### src/hw/isr_pkg.sv
package isr_pkg;

  localparam int ISR_NUM_CHAN = 22;
  localparam int ISR_NUM_EXT = 15;
  localparam int ISR_NUM_INT = 19;
  localparam int ISR_NUM_SRC = ISR_NUM_EXT + ISR_NUM_INT;
  localparam int ISR_ROUTE_W = 5;

  // source numbering: externals first, then internals
  localparam int ISR_SRC_INT_BASE = ISR_NUM_EXT;
  localparam int ISR_INT_PCI_NMI = 1;
  localparam int ISR_INT_ECC_SINGLE = 2;
  localparam int ISR_INT_ECC_MULTI = 3;
  localparam int ISR_INT_FPU_ERR = 18;

  // routing field codes
  localparam logic [4:0] ISR_ROUTE_NONE = 5'h00;
  localparam logic [4:0] ISR_ROUTE_NMI = 5'h1f;

  // memory-mapped trigger registers
  localparam logic [11:0] ISR_SW_TRIG_LOW_OFS = 12'hd08;
  localparam logic [11:0] ISR_SW_TRIG_HIGH_OFS = 12'hd0a;
  localparam int ISR_SW_LOW_W = 16;
  localparam int ISR_SW_HIGH_W = 7;
  localparam int ISR_SW_NMI_BIT = 6;
  localparam logic [15:0] ISR_SW_LOW_RST = 16'h0000;
  localparam logic [6:0] ISR_SW_HIGH_RST = 7'h00;

  // i/o port of the floating-point error clear
  localparam logic [15:0] ISR_FPU_CLR_PORT = 16'h00f0;

  // master inputs taken by the slave outputs
  localparam int ISR_MASTER_SLAVE1_IR = 2;
  localparam int ISR_MASTER_SLAVE2_IR = 5;

  typedef logic [ISR_ROUTE_W-1:0] isr_route_t;

  typedef struct packed {
    logic wr;
    logic rd;
    logic [11:0] addr;
    logic [15:0] wdata;
  } isr_mmcr_req_t;

  typedef struct packed {
    logic wr;
    logic [15:0] addr;
    logic [7:0] wdata;
  } isr_io_req_t;

  typedef struct packed {
    logic slave1_off;
    logic slave2_off;
  } isr_cascade_t;

endpackage

### src/hw/isr_top.sv
// Operation
// - 32 of the 34 peripheral sources reach every channel gate
// - each channel has private source enables
// - channel OR gets its software trigger bit
// - set trigger bit asserts channel request
// - trigger bits change only by writes, reset
// - fixed priority, highest pending served first
// - every channel has its own mask bit
// - mapping taken from routing inputs, not cleared at reset, remappable any time
// - channels seen as active-high level requests
// - programmable inverter on each external input
// - internal sources keep native high polarity
// - one polarity setting per pin, shared by all channels
// - only 17 internal sources reach maskable channels
// - 18 internal sources may reach nmi
// - 23 trigger bits in two registers
// - fifteen external pins: eleven general, four pci
// - master inputs 2, 5 wired to slaves
// - legacy: second slave bypassed, P13 to IR5
// - clear port write clears request, sets ignne
// - ignne drops after ferr; reset clears both
// - disabled slave passes P3 or P13 through
// - sources reach nmi only on all-ones routing code; trigger bit 6 also sets nmi
`timescale 1ns/1ns
module isr_top
  import isr_pkg::*;
(
  // clock and reset
  input wire logic core_clk_i,
  input wire logic rst_n_i,
  // external interrupt pins
  input wire logic [10:0] general_irq_pins_i,
  input wire logic [3:0] pci_int_pins_i,
  // internal peripheral sources, same clock
  input wire logic [ISR_NUM_INT-1:0] internal_src_i,
  // processor floating-point error pin
  input wire logic ferr_i,
  // configuration
  input wire isr_pkg::isr_route_t [ISR_NUM_SRC-1:0] source_routing_fields_i,
  input wire logic [ISR_NUM_EXT-1:0] ext_invert_i,
  input wire logic [ISR_NUM_CHAN-1:0] chan_mask_i,
  input wire isr_pkg::isr_cascade_t cascade_i,
  // register access
  input wire isr_pkg::isr_mmcr_req_t mmcr_i,
  input wire isr_pkg::isr_io_req_t io_i,
  output logic [15:0] mmcr_rdata_o,
  output logic mmcr_rvalid_o,
  // toward the processor
  output logic [ISR_NUM_CHAN-1:0] chan_req_o,
  output logic [7:0] master_ir_o,
  output logic cpu_intr_o,
  output logic [4:0] active_chan_o,
  output logic nmi_req_o,
  output logic ignne_o
);

  logic [ISR_NUM_EXT-1:0] ext_sync;
  logic ferr_sync;
  logic [ISR_NUM_EXT-1:0] ext_level;
  logic [ISR_NUM_SRC-1:0] src_vec;
  logic [ISR_NUM_CHAN-1:0] chan_or;
  logic nmi_or;
  logic [7:0] master_ir_c;
  logic [4:0] winner_c;

  logic [15:0] sw_trigger_low_reg;
  logic [15:0] sw_trigger_low_next;
  logic [6:0] sw_trigger_high_reg;
  logic [6:0] sw_trigger_high_next;
  logic [15:0] rdata_reg;
  logic [15:0] rdata_next;
  logic rvalid_reg;
  logic rvalid_next;

  logic fpu_req_reg;
  logic fpu_req_next;
  logic ignne_reg;
  logic ignne_next;
  logic ferr_q_reg;
  logic ferr_q_next;

  logic [ISR_NUM_CHAN-1:0] chan_req_reg;
  logic [ISR_NUM_CHAN-1:0] chan_req_next;
  logic [7:0] master_ir_reg;
  logic [7:0] master_ir_next;
  logic cpu_intr_reg;
  logic cpu_intr_next;
  logic [4:0] active_chan_reg;
  logic [4:0] active_chan_next;
  logic nmi_reg;
  logic nmi_next;

  // routing field selects channel ch (1..22)
  function automatic logic route_hits(input isr_route_t r, input int ch);
    return r == 5'(ch);
  endfunction

  // source may reach a maskable channel
  function automatic logic src_maskable(input int s);
    return !(s == ISR_SRC_INT_BASE + ISR_INT_ECC_MULTI ||
             s == ISR_SRC_INT_BASE + ISR_INT_PCI_NMI);
  endfunction

  // source may reach the nmi gate
  function automatic logic src_nmi_ok(input int s);
    return s != ISR_SRC_INT_BASE + ISR_INT_ECC_SINGLE;
  endfunction

  // eleven general pins and four pci lines
  isr_sync #(
    .WIDTH(ISR_NUM_EXT)
  ) u_ext_sync (
    .core_clk_i(core_clk_i),
    .rst_n_i(rst_n_i),
    .async_i({pci_int_pins_i, general_irq_pins_i}),
    .sync_o(ext_sync)
  );

  isr_sync #(
    .WIDTH(1)
  ) u_ferr_sync (
    .core_clk_i(core_clk_i),
    .rst_n_i(rst_n_i),
    .async_i(ferr_i),
    .sync_o(ferr_sync)
  );

  always_comb begin
    // one inverter per pin, shared by all channels
    ext_level = ext_sync ^ ext_invert_i;
    src_vec = {internal_src_i, ext_level};
    src_vec[ISR_SRC_INT_BASE + ISR_INT_FPU_ERR] = fpu_req_reg;
  end

  // private enable per channel and source
  for (genvar c = 0; c < ISR_NUM_CHAN; c++) begin : g_chan
    logic [ISR_NUM_SRC-1:0] en;
    for (genvar s = 0; s < ISR_NUM_SRC; s++) begin : g_src
      assign en[s] = src_maskable(s) && route_hits(source_routing_fields_i[s], c + 1);
    end
    logic sw_bit;
    if (c < ISR_SW_LOW_W) begin : g_lo
      assign sw_bit = sw_trigger_low_reg[c];
    end else begin : g_hi
      assign sw_bit = sw_trigger_high_reg[c - ISR_SW_LOW_W];
    end
    // trigger bit is one more OR input
    assign chan_or[c] = |(src_vec & en) | sw_bit;
  end

  always_comb begin
    nmi_or = sw_trigger_high_reg[ISR_SW_NMI_BIT];
    for (int s = 0; s < ISR_NUM_SRC; s++) begin
      // nmi only on the all-ones code
      if (src_nmi_ok(s) && source_routing_fields_i[s] == ISR_ROUTE_NMI) begin
        nmi_or = nmi_or | src_vec[s];
      end
    end
  end

  isr_priority u_prio (
    .chan_req_i(chan_req_reg),
    .chan_mask_i(chan_mask_i),
    .cascade_i(cascade_i),
    .master_ir_o(master_ir_c),
    .winner_o(winner_c)
  );

  // software trigger registers and read port
  always_comb begin
    sw_trigger_low_next = sw_trigger_low_reg;
    sw_trigger_high_next = sw_trigger_high_reg;
    rdata_next = rdata_reg;
    rvalid_next = mmcr_i.rd;
    // only software writes change trigger bits
    if (mmcr_i.wr && mmcr_i.addr == ISR_SW_TRIG_LOW_OFS) begin
      sw_trigger_low_next = mmcr_i.wdata;
    end
    if (mmcr_i.wr && mmcr_i.addr == ISR_SW_TRIG_HIGH_OFS) begin
      sw_trigger_high_next = mmcr_i.wdata[ISR_SW_HIGH_W-1:0];
    end
    if (mmcr_i.rd) begin
      case (mmcr_i.addr)
        ISR_SW_TRIG_LOW_OFS: rdata_next = sw_trigger_low_reg;
        ISR_SW_TRIG_HIGH_OFS: rdata_next = {9'h000, sw_trigger_high_reg};
        default: rdata_next = 16'h0000;
      endcase
    end
  end

  always_ff @(posedge core_clk_i or negedge rst_n_i) begin
    if (!rst_n_i) begin
      sw_trigger_low_reg <= ISR_SW_LOW_RST;
      sw_trigger_high_reg <= ISR_SW_HIGH_RST;
      rdata_reg <= 16'h0000;
      rvalid_reg <= 1'b0;
    end else begin
      sw_trigger_low_reg <= sw_trigger_low_next;
      sw_trigger_high_reg <= sw_trigger_high_next;
      rdata_reg <= rdata_next;
      rvalid_reg <= rvalid_next;
    end
  end

  // floating-point error request and ignne
  always_comb begin
    logic clr_wr;
    logic ferr_rise;
    clr_wr = io_i.wr && io_i.addr == ISR_FPU_CLR_PORT;
    ferr_rise = ferr_sync && !ferr_q_reg;
    ferr_q_next = ferr_sync;
    // clear port write drops request, new error wins
    fpu_req_next = ferr_rise | (fpu_req_reg & ~clr_wr);
    // ignne on write, off once ferr falls
    if (clr_wr) begin
      ignne_next = 1'b1;
    end else if (!ferr_sync) begin
      ignne_next = 1'b0;
    end else begin
      ignne_next = ignne_reg;
    end
  end

  always_ff @(posedge core_clk_i or negedge rst_n_i) begin
    if (!rst_n_i) begin
      fpu_req_reg <= 1'b0;
      ignne_reg <= 1'b0;
      ferr_q_reg <= 1'b0;
    end else begin
      fpu_req_reg <= fpu_req_next;
      ignne_reg <= ignne_next;
      ferr_q_reg <= ferr_q_next;
    end
  end

  // channel and processor-facing outputs
  always_comb begin
    chan_req_next = chan_or;
    master_ir_next = master_ir_c;
    cpu_intr_next = winner_c != 5'h00;
    active_chan_next = winner_c;
    nmi_next = nmi_or;
  end

  always_ff @(posedge core_clk_i or negedge rst_n_i) begin
    if (!rst_n_i) begin
      chan_req_reg <= '0;
      master_ir_reg <= 8'h00;
      cpu_intr_reg <= 1'b0;
      active_chan_reg <= 5'h00;
      nmi_reg <= 1'b0;
    end else begin
      chan_req_reg <= chan_req_next;
      master_ir_reg <= master_ir_next;
      cpu_intr_reg <= cpu_intr_next;
      active_chan_reg <= active_chan_next;
      nmi_reg <= nmi_next;
    end
  end

  assign mmcr_rdata_o = rdata_reg;
  assign mmcr_rvalid_o = rvalid_reg;
  assign chan_req_o = chan_req_reg;
  assign master_ir_o = master_ir_reg;
  assign cpu_intr_o = cpu_intr_reg;
  assign active_chan_o = active_chan_reg;
  assign nmi_req_o = nmi_reg;
  assign ignne_o = ignne_reg;

endmodule

### src/hw/isr_sync.sv
`timescale 1ns/1ns
module isr_sync #(
  parameter int WIDTH = 1
) (
  // clock and reset
  input wire logic core_clk_i,
  input wire logic rst_n_i,
  // asynchronous in, synchronous out
  input wire logic [WIDTH-1:0] async_i,
  output logic [WIDTH-1:0] sync_o
);

  logic [WIDTH-1:0] meta_reg;
  logic [WIDTH-1:0] meta_next;
  logic [WIDTH-1:0] sync_reg;
  logic [WIDTH-1:0] sync_next;

  always_comb begin
    meta_next = async_i;
    sync_next = meta_reg;
  end

  always_ff @(posedge core_clk_i or negedge rst_n_i) begin
    if (!rst_n_i) begin
      meta_reg <= '0;
      sync_reg <= '0;
    end else begin
      meta_reg <= meta_next;
      sync_reg <= sync_next;
    end
  end

  assign sync_o = sync_reg;

endmodule

### src/hw/isr_priority.sv
`timescale 1ns/1ns
module isr_priority
  import isr_pkg::*;
(
  // channel requests, bit 0 is P1
  input wire logic [ISR_NUM_CHAN-1:0] chan_req_i,
  input wire logic [ISR_NUM_CHAN-1:0] chan_mask_i,
  input wire isr_pkg::isr_cascade_t cascade_i,
  // master view and winner
  output logic [7:0] master_ir_o,
  output logic [4:0] winner_o
);

  logic [ISR_NUM_CHAN-1:0] live;
  logic [7:0] s1_ir;
  logic [7:0] s2_ir;

  // lowest set bit of an 8-input controller, 8 when none
  function automatic logic [3:0] first_set(input logic [7:0] v);
    logic [3:0] r;
    r = 4'h8;
    for (int i = 7; i >= 0; i--) begin
      if (v[i]) begin
        r = 4'(i);
      end
    end
    return r;
  endfunction

  always_comb begin
    logic [3:0] m;
    logic [3:0] s;
    m = 4'h0;
    s = 4'h0;
    live = chan_req_i & ~chan_mask_i;
    s1_ir = live[9:2];
    s2_ir = live[19:12];
    master_ir_o[0] = live[0];
    master_ir_o[1] = live[1];
    master_ir_o[3] = live[10];
    master_ir_o[4] = live[11];
    master_ir_o[6] = live[20];
    master_ir_o[7] = live[21];
    // fixed cascade wiring; bypass when slave off
    master_ir_o[ISR_MASTER_SLAVE1_IR] = cascade_i.slave1_off ? live[2] : |s1_ir;
    master_ir_o[ISR_MASTER_SLAVE2_IR] = cascade_i.slave2_off ? live[12] : |s2_ir;
    winner_o = 5'h00;
    m = first_set(master_ir_o);
    case (m)
      4'h0: winner_o = 5'd1;
      4'h1: winner_o = 5'd2;
      4'h2: begin
        s = first_set(s1_ir);
        winner_o = cascade_i.slave1_off ? 5'd3 : 5'(s) + 5'd3;
      end
      4'h3: winner_o = 5'd11;
      4'h4: winner_o = 5'd12;
      4'h5: begin
        s = first_set(s2_ir);
        winner_o = cascade_i.slave2_off ? 5'd13 : 5'(s) + 5'd13;
      end
      4'h6: winner_o = 5'd21;
      4'h7: winner_o = 5'd22;
      default: winner_o = 5'h00;
    endcase
  end

endmodule

### config.mk
export PLATFORM = sky130hd
export DESIGN_NAME = isr_top
export DESIGN_NICKNAME = d
export VERILOG_FILES = /design/src/hw/isr_pkg.sv /design/src/hw/isr_top.sv /design/src/hw/isr_sync.sv /design/src/hw/isr_priority.sv
export SDC_FILE = /design/constraint.sdc
export NUM_CORES = 1
export LEC_CHECK = 0
export BUFFER_PORTS_ARGS = -buffer_cell sky130_fd_sc_hd__buf_2
export CORE_MARGIN = 5
export CORE_UTILIZATION = 25
export DETAILED_ROUTE_END_ITERATION = 8
export GPL_TIMING_DRIVEN = 0
export HOLD_SLACK_MARGIN = 0.12
export PLACE_DENSITY = 0.5
export SLEW_MARGIN = 20
export SYNTH_ARGS = -nofsm -noshare
export SYNTH_HDL_FRONTEND = slang
export SYNTH_SLANG_ARGS = --single-unit
export TNS_END_PERCENT = 10
### constraint.sdc
create_clock -name core_clk_i -period 2.6 [get_ports core_clk_i]
set_clock_uncertainty 0.15 [all_clocks]
set_input_delay 0.39 -clock core_clk_i [delete_from_list [all_inputs] [get_ports core_clk_i]]
set_output_delay 0.39 -clock core_clk_i [all_outputs]
set_load 0.01 [all_outputs]
Word level (Yosys, flattened, before mapping) --
Cells that the tools add are included.
Word-level totals: register bits 112, input bits 301, output and inout port bits 55, word-level logic and storage cells 947
Operators by class: add/sub/neg operators 2, equal/unequal tests 748, mux-type cells 67, bitwise gates (word level) 83, reductions and logical operators 31
Operators with widths (count):
- $eq A5 B5 Y1 const B | 257
- $eq A5 B4 Y1 const B | 256
- $and A34 B34 Y34 | 22
- $reduce_or A34 Y1 | 22
- $eq A5 B3 Y1 const B | 128
- $eq A5 B2 Y1 const B | 64
- $eq A5 B1 Y1 const B | 32
- $mux W4 | 26
- $or A1 B1 Y1 | 56
- $pmux W5 S8 | 1
- $mux W1 | 37
- $pmux W16 S2 | 1
- $eq A12 B12 Y1 const B | 2
- $and A22 B22 Y22 | 1
- $not A22 Y22 | 1
- $eq A16 B8 Y1 const B | 1
- $eq A4 B3 Y1 const B | 4
- $reduce_or A8 Y1 | 2
- $xor A15 B15 Y15 | 1
- $mux W5 | 2
- $eq A4 B2 Y1 const B | 2
- $add A4 B2 Y5 const B | 1
- $add A4 B4 Y5 const B | 1
- $reduce_bool A5 Y1 | 1
- other kinds (7) | 10

Depth between registers and ports, before layout --
depth after elaboration 67, gate-level depth with buffers 10

Hierarchy --
From an unflattened synthesis, not the netlist that was laid out.
Unflattened totals: cells, all modules 1563, area, all modules 11671.2 µm²
By module, submodules not included:
- isr_top | times used 1, cells an instance 1424, area each 10159.7 µm², seq. area each 2001.9 µm²
- isr_sync at u_ext_sync | times used 1, cells an instance 30, area each 750.7 µm², seq. area each 750.7 µm²
- isr_priority | times used 1, cells an instance 107, area each 710.7 µm², seq. area each 0.0 µm²
- isr_sync at u_ferr_sync | times used 1, cells an instance 2, area each 50.0 µm², seq. area each 50.0 µm²

Least setup slack after synthesis --
OpenSTA, ideal clock, no wires.
path type register -> register, start point register chan_req_reg[12] (netlist: chan_req_o[12]), end point register cpu_intr_reg (netlist: cpu_intr_o), setup time 0.139 ns, arrival time 2.205 ns, required time 2.311 ns, slack 0.106 ns, cell stages (with the launch flop) 8, path buffers 0, clock period less this slack 2.494 ns, path through dfrtp_1 > nor2b_4 > or4_4 > o22ai_4 > o21a_1 > o31ai_1 > or3_1 > or4_1
On the way: cells in the longest elaborated chain, start to end 12, elaborated cells between the ends (all ways) 23, classes of those cells add/sub: 1; eq/ne: 7; mux: 11; bitwise: 1; reduce/logical: 3
RTL lines:
- start, declared | RTL line isr_top.sv:82 | logic [ISR_NUM_CHAN-1:0] chan_req_reg;
- start signal, assigned | RTL line isr_top.sv:253 | chan_req_reg <= chan_req_next;
- $and A22 B22 Y22 * | RTL line isr_priority.sv:35 | live = chan_req_i & ~chan_mask_i;
- $reduce_or A8 Y1 | RTL line isr_priority.sv:46 | master_ir_o[ISR_MASTER_SLAVE2_IR] = cascade_i.slave2_off ? live[12] : |s2_ir;
- $mux W1 | RTL line isr_priority.sv:46
- $mux W4 (6 in series) | RTL line isr_priority.sv:23 | if (v[i]) begin
- $eq A4 B3 Y1 (tied with other cells) | RTL line isr_priority.sv:49 | case (m)
- $pmux W5 S8 * | RTL line isr_priority.sv:49
- net active_chan_next[3] | RTL line isr_top.sv:89 | logic [4:0] active_chan_next;
- $reduce_bool A5 Y1 * | RTL line isr_top.sv:240 | cpu_intr_next = winner_c != 5'h00;
- net cpu_intr_next | RTL line isr_top.sv:87 | logic cpu_intr_next;
- end signal, assigned | RTL line isr_top.sv:255 | cpu_intr_reg <= cpu_intr_next;
- end, declared | RTL line isr_top.sv:86 | logic cpu_intr_reg;
Mark *: on every way through the listed nets, which the timed path passes. The rest lies on a longest branch. The select of a mux whose other input is x is not followed. A chain may end at the register's enable or synchronous reset.

Final worst setup path --
start point input source_routing_fields_i[125] (netlist name), end point register chan_req_reg[13] (netlist: chan_req_o[13])
On the way: cells in the longest elaborated chain, start to end 4
RTL lines:
- start, declared | RTL line isr_top.sv:39 | input wire isr_pkg::isr_route_t [ISR_NUM_SRC-1:0] source_routing_fields_i,
- $eq A5 B4 Y1 | RTL line isr_top.sv:95 | return r == 5'(ch);
- $and A34 B34 Y34 | RTL line isr_top.sv:148 | assign chan_or[c] = |(src_vec & en) | sw_bit;
- $reduce_or A34 Y1 | RTL line isr_top.sv:148
- $or A1 B1 Y1 | RTL line isr_top.sv:148
- net chan_or[13] | RTL line isr_top.sv:61 | logic [ISR_NUM_CHAN-1:0] chan_or;
The timed path passes the listed nets, and every way through them passes these cells.

==> impl_metrics.ini <==
[clock_network]
cts_buffer_depth = 2
clk_pin_slew_ps = 100
cts-root-buf = clkbuf_16
clk-insertion-delay-late_ps = 410
htreeDepth = 3
cts_tree = built
cts_buffers = 9
numClockSinks = 112

[layout]
fill_cells = 4927
largest_register_ffs = 22
final_net_count = 2213
final_cell_mix = 297 x buf_2, 158 x nor2_1, 150 x o22ai_1, 139 x nor3_1, 135 x nand2_1
diodes = 0
layout-area-overhead-vs-synth_pct = 31.6
drive_above_1_share_pct = 24.2
final_common_cell = buf_2

[synthesis]
ys_ff_latch = 112
synth_top_family_by_area = simple AND/OR/NAND/NOR gates
yosys_warnings = 0
synth_cell_types = 73
netlist_instances = 1556
synth_seq_area_share_pct = 25.0
synthTopCellsByArea = dfrtp_1 25%, o22ai_1 8.4%, nor3_1 6.5%, nor2_1 5.3%, nand2b_1 4.8%
postSynth.asyncResetShare_pct = 100
synth_edf_count = 0
syn-cell-area_um2 = 11200
syn_area_per_cell_um2 = 7.22
synthAdderAreaFrac_pct = 0.223
synth-simple-area-share_pct = 44.3
synth_top_area_share_pct = 25.0
syn_nets = 1859
yosys_most_used_dff = dfrtp_1
synth_compound_area_share_pct = 22.4
synth_xor_area_share_pct = 1.40
yosys.area.top_type = dfrtp_1
yosys-mux-area-fraction_pct = 3.01

[critical_path]
worstSetupStartpointType = input pin
crit_type = input pin to flip-flop
endpoint_kind = flip-flop
cp.arrival_ps = 2980
worst-endpoint-required_ps = 2710
worst-path-max-fanout = 9

[die]
dieArea_um2 = 49300
core_area_um2 = 44300
die_x_um = 222
rows = 77
initial_core_util_pct = 25.3
fp.dieH_um = 222
num_io_pins = 356

[route]
drc = 0
drtAntennaViolNets = 0
vias_per_cell = 6.22
wl_um = 89100
vias = 15585
drtPass1Iterations = 6
drt-initial-drc-count = 1534
wl_per_cell_um = 35.6

[grt]
grtUsageTotal_pct = 34.6
grt_pass1_wl_um = 122000
grt_pass1_vias = 15394
grt_max_degree = 78
grt_overflow = 0
antenna_found_initial = 3

[placed_design]
gp_congestion = 1.09
place_hpwl_um = 75900
port_buffers = 296

[status]
violations = setup timing
status = finished, violations left

[pwr]
vdd_ir_drop_max_mv = 0.260
p_leak_nw = 5.62
power_density_nw_per_um2 = 415

[sta]
hold_viol_final = 0
worstMarginPinSlew_ps = 1310
finalMaxSlewViolations = 0
hold_ws_ps = 134
finalCriticalPeriod_ps = 2860
fmax_ghz = 0.349
rsz0062_at_grt = yes
setup_tns_ps = -1380
slew_headroom_pct = 11.3
setup_viol = 13
worst_slack_ps = -263
fin_crit_sh_pct = 110

[worst_hold_path]
hold_class = input pin to flip-flop

[run]
drv_cap = 0
power breakdown:
part | leakage [nW] | internal (mW) | switching, mW
sequential | 1.42 | 1.89 | 0.0805
combinational | 4.04 | 0.828 | 1.64
clock | 0.162 | 0.869 | 0.830
total | 5.62 | 3.59 | 2.55
area by class of cell:
class	instances	area, um^2	area share (%)
Buffer	66	264	1.79
Clock buffer	9	225	1.52
Clock inverter	7	110	0.745
Inverter	42	160	1.08
Multi-Input combinational cell	1336	8520	57.7
Sequential cell	112	2800	19.0
Tap cell	592	741	5.01
Timing Repair Buffer	343	1950	13.2
repair_timing:
action	4_1_cts	5_1_grt
hold buffers	37	0
resized for setup	66	38
pin swaps	9	7
setup endpoints to repair	24	23
hold endpoints to repair	78	0
buffers inserted	4	2
stage by stage:
stage	power, mW	setup WS, ps	utilization (%)	cells	cell area, um^2
2_1_floorplan	3.03	106	-	1556	11200
3_3_place_gp	4.23	-1920	30.4	2444	13500
3_5_place_dp	4.23	-1200	30.6	2448	13500
4_1_cts	6.05	-94.2	32.9	2505	14600
5_1_grt	6.36	-135	33.3	2507	14800
6_report	6.14	-263	33.3	2507	14800
routing by layer:
metal	vias to the layer above	share of wire, %	track usage [%]
met5	-	0.038	0
met4	4	9.4	25.6
met3	275	6.6	6.13
met2	927	47	57.7
met1	7648	37	39.7
li1	6731	-	-
cell families (layout without fill, tap and decap cells):
kind of cell	count (synthesis)	in the layout
AO/OA/AOI/OAI	364	364
XOR/XNOR	18	18
adder cells (fa/ha/maj)	2	2
buffers and inverters	108	467
flip-flops	112	112
multiplexers	30	30
AND/OR/NAND/NOR	922	922
critical path: stages:
cell and delay [ps]:
clkbuf_1 490, nand2b_1 400, o22a_1 310, o21ai_1 210
a2111oi_4 320, nand4_1 320, or4_4 540
worst paths after layout:
kind | start | end | depth (start not counted) | slack (ps)
hold / removal | io_i[15] | ignne_o | 3 | 130
max in group asynchronous | rst_n_i | sw_trigger_low_reg[15] | 3 | 1260
setup reg to reg | u_ext_sync.sync_o[0] | chan_req_o[12] | 7 | -180
setup / recovery | source_routing_fields_i[125] | chan_req_o[13] | 7 | -260
min in group asynchronous | rst_n_i | u_ext_sync.sync_o[7] | 2 | 300
hold reg to reg | u_ext_sync.meta_reg[11] | u_ext_sync.sync_o[11] | 0 | 200
cell usage after synthesis (14+ instances only):
| cell | number |
|---|---|
| nand2_1 | 135 |
| inv_1 | 41 |
| or4_1 | 14 |
| a22oi_1 | 18 |
| a211oi_1 | 14 |
| nor3_1 | 145 |
| or3_1 | 17 |
| a2111oi_0 | 15 |
| nor3b_1 | 26 |
| nand3_1 | 82 |
| nor4_1 | 55 |
| nand4b_1 | 16 |
| nor2b_1 | 59 |
| dfrtp_1 | 112 |
| o32ai_1 | 14 |
| clkbuf_1 | 65 |
| nor2_1 | 158 |
| nand2b_1 | 87 |
| nand3b_1 | 33 |
| nand4_1 | 49 |
| a21oi_1 | 26 |
| o22ai_1 | 151 |
| mux2_2 | 30 |
| o21ai_0 | 33 |
No activity file was read; power rests on OpenSTA's default activity.
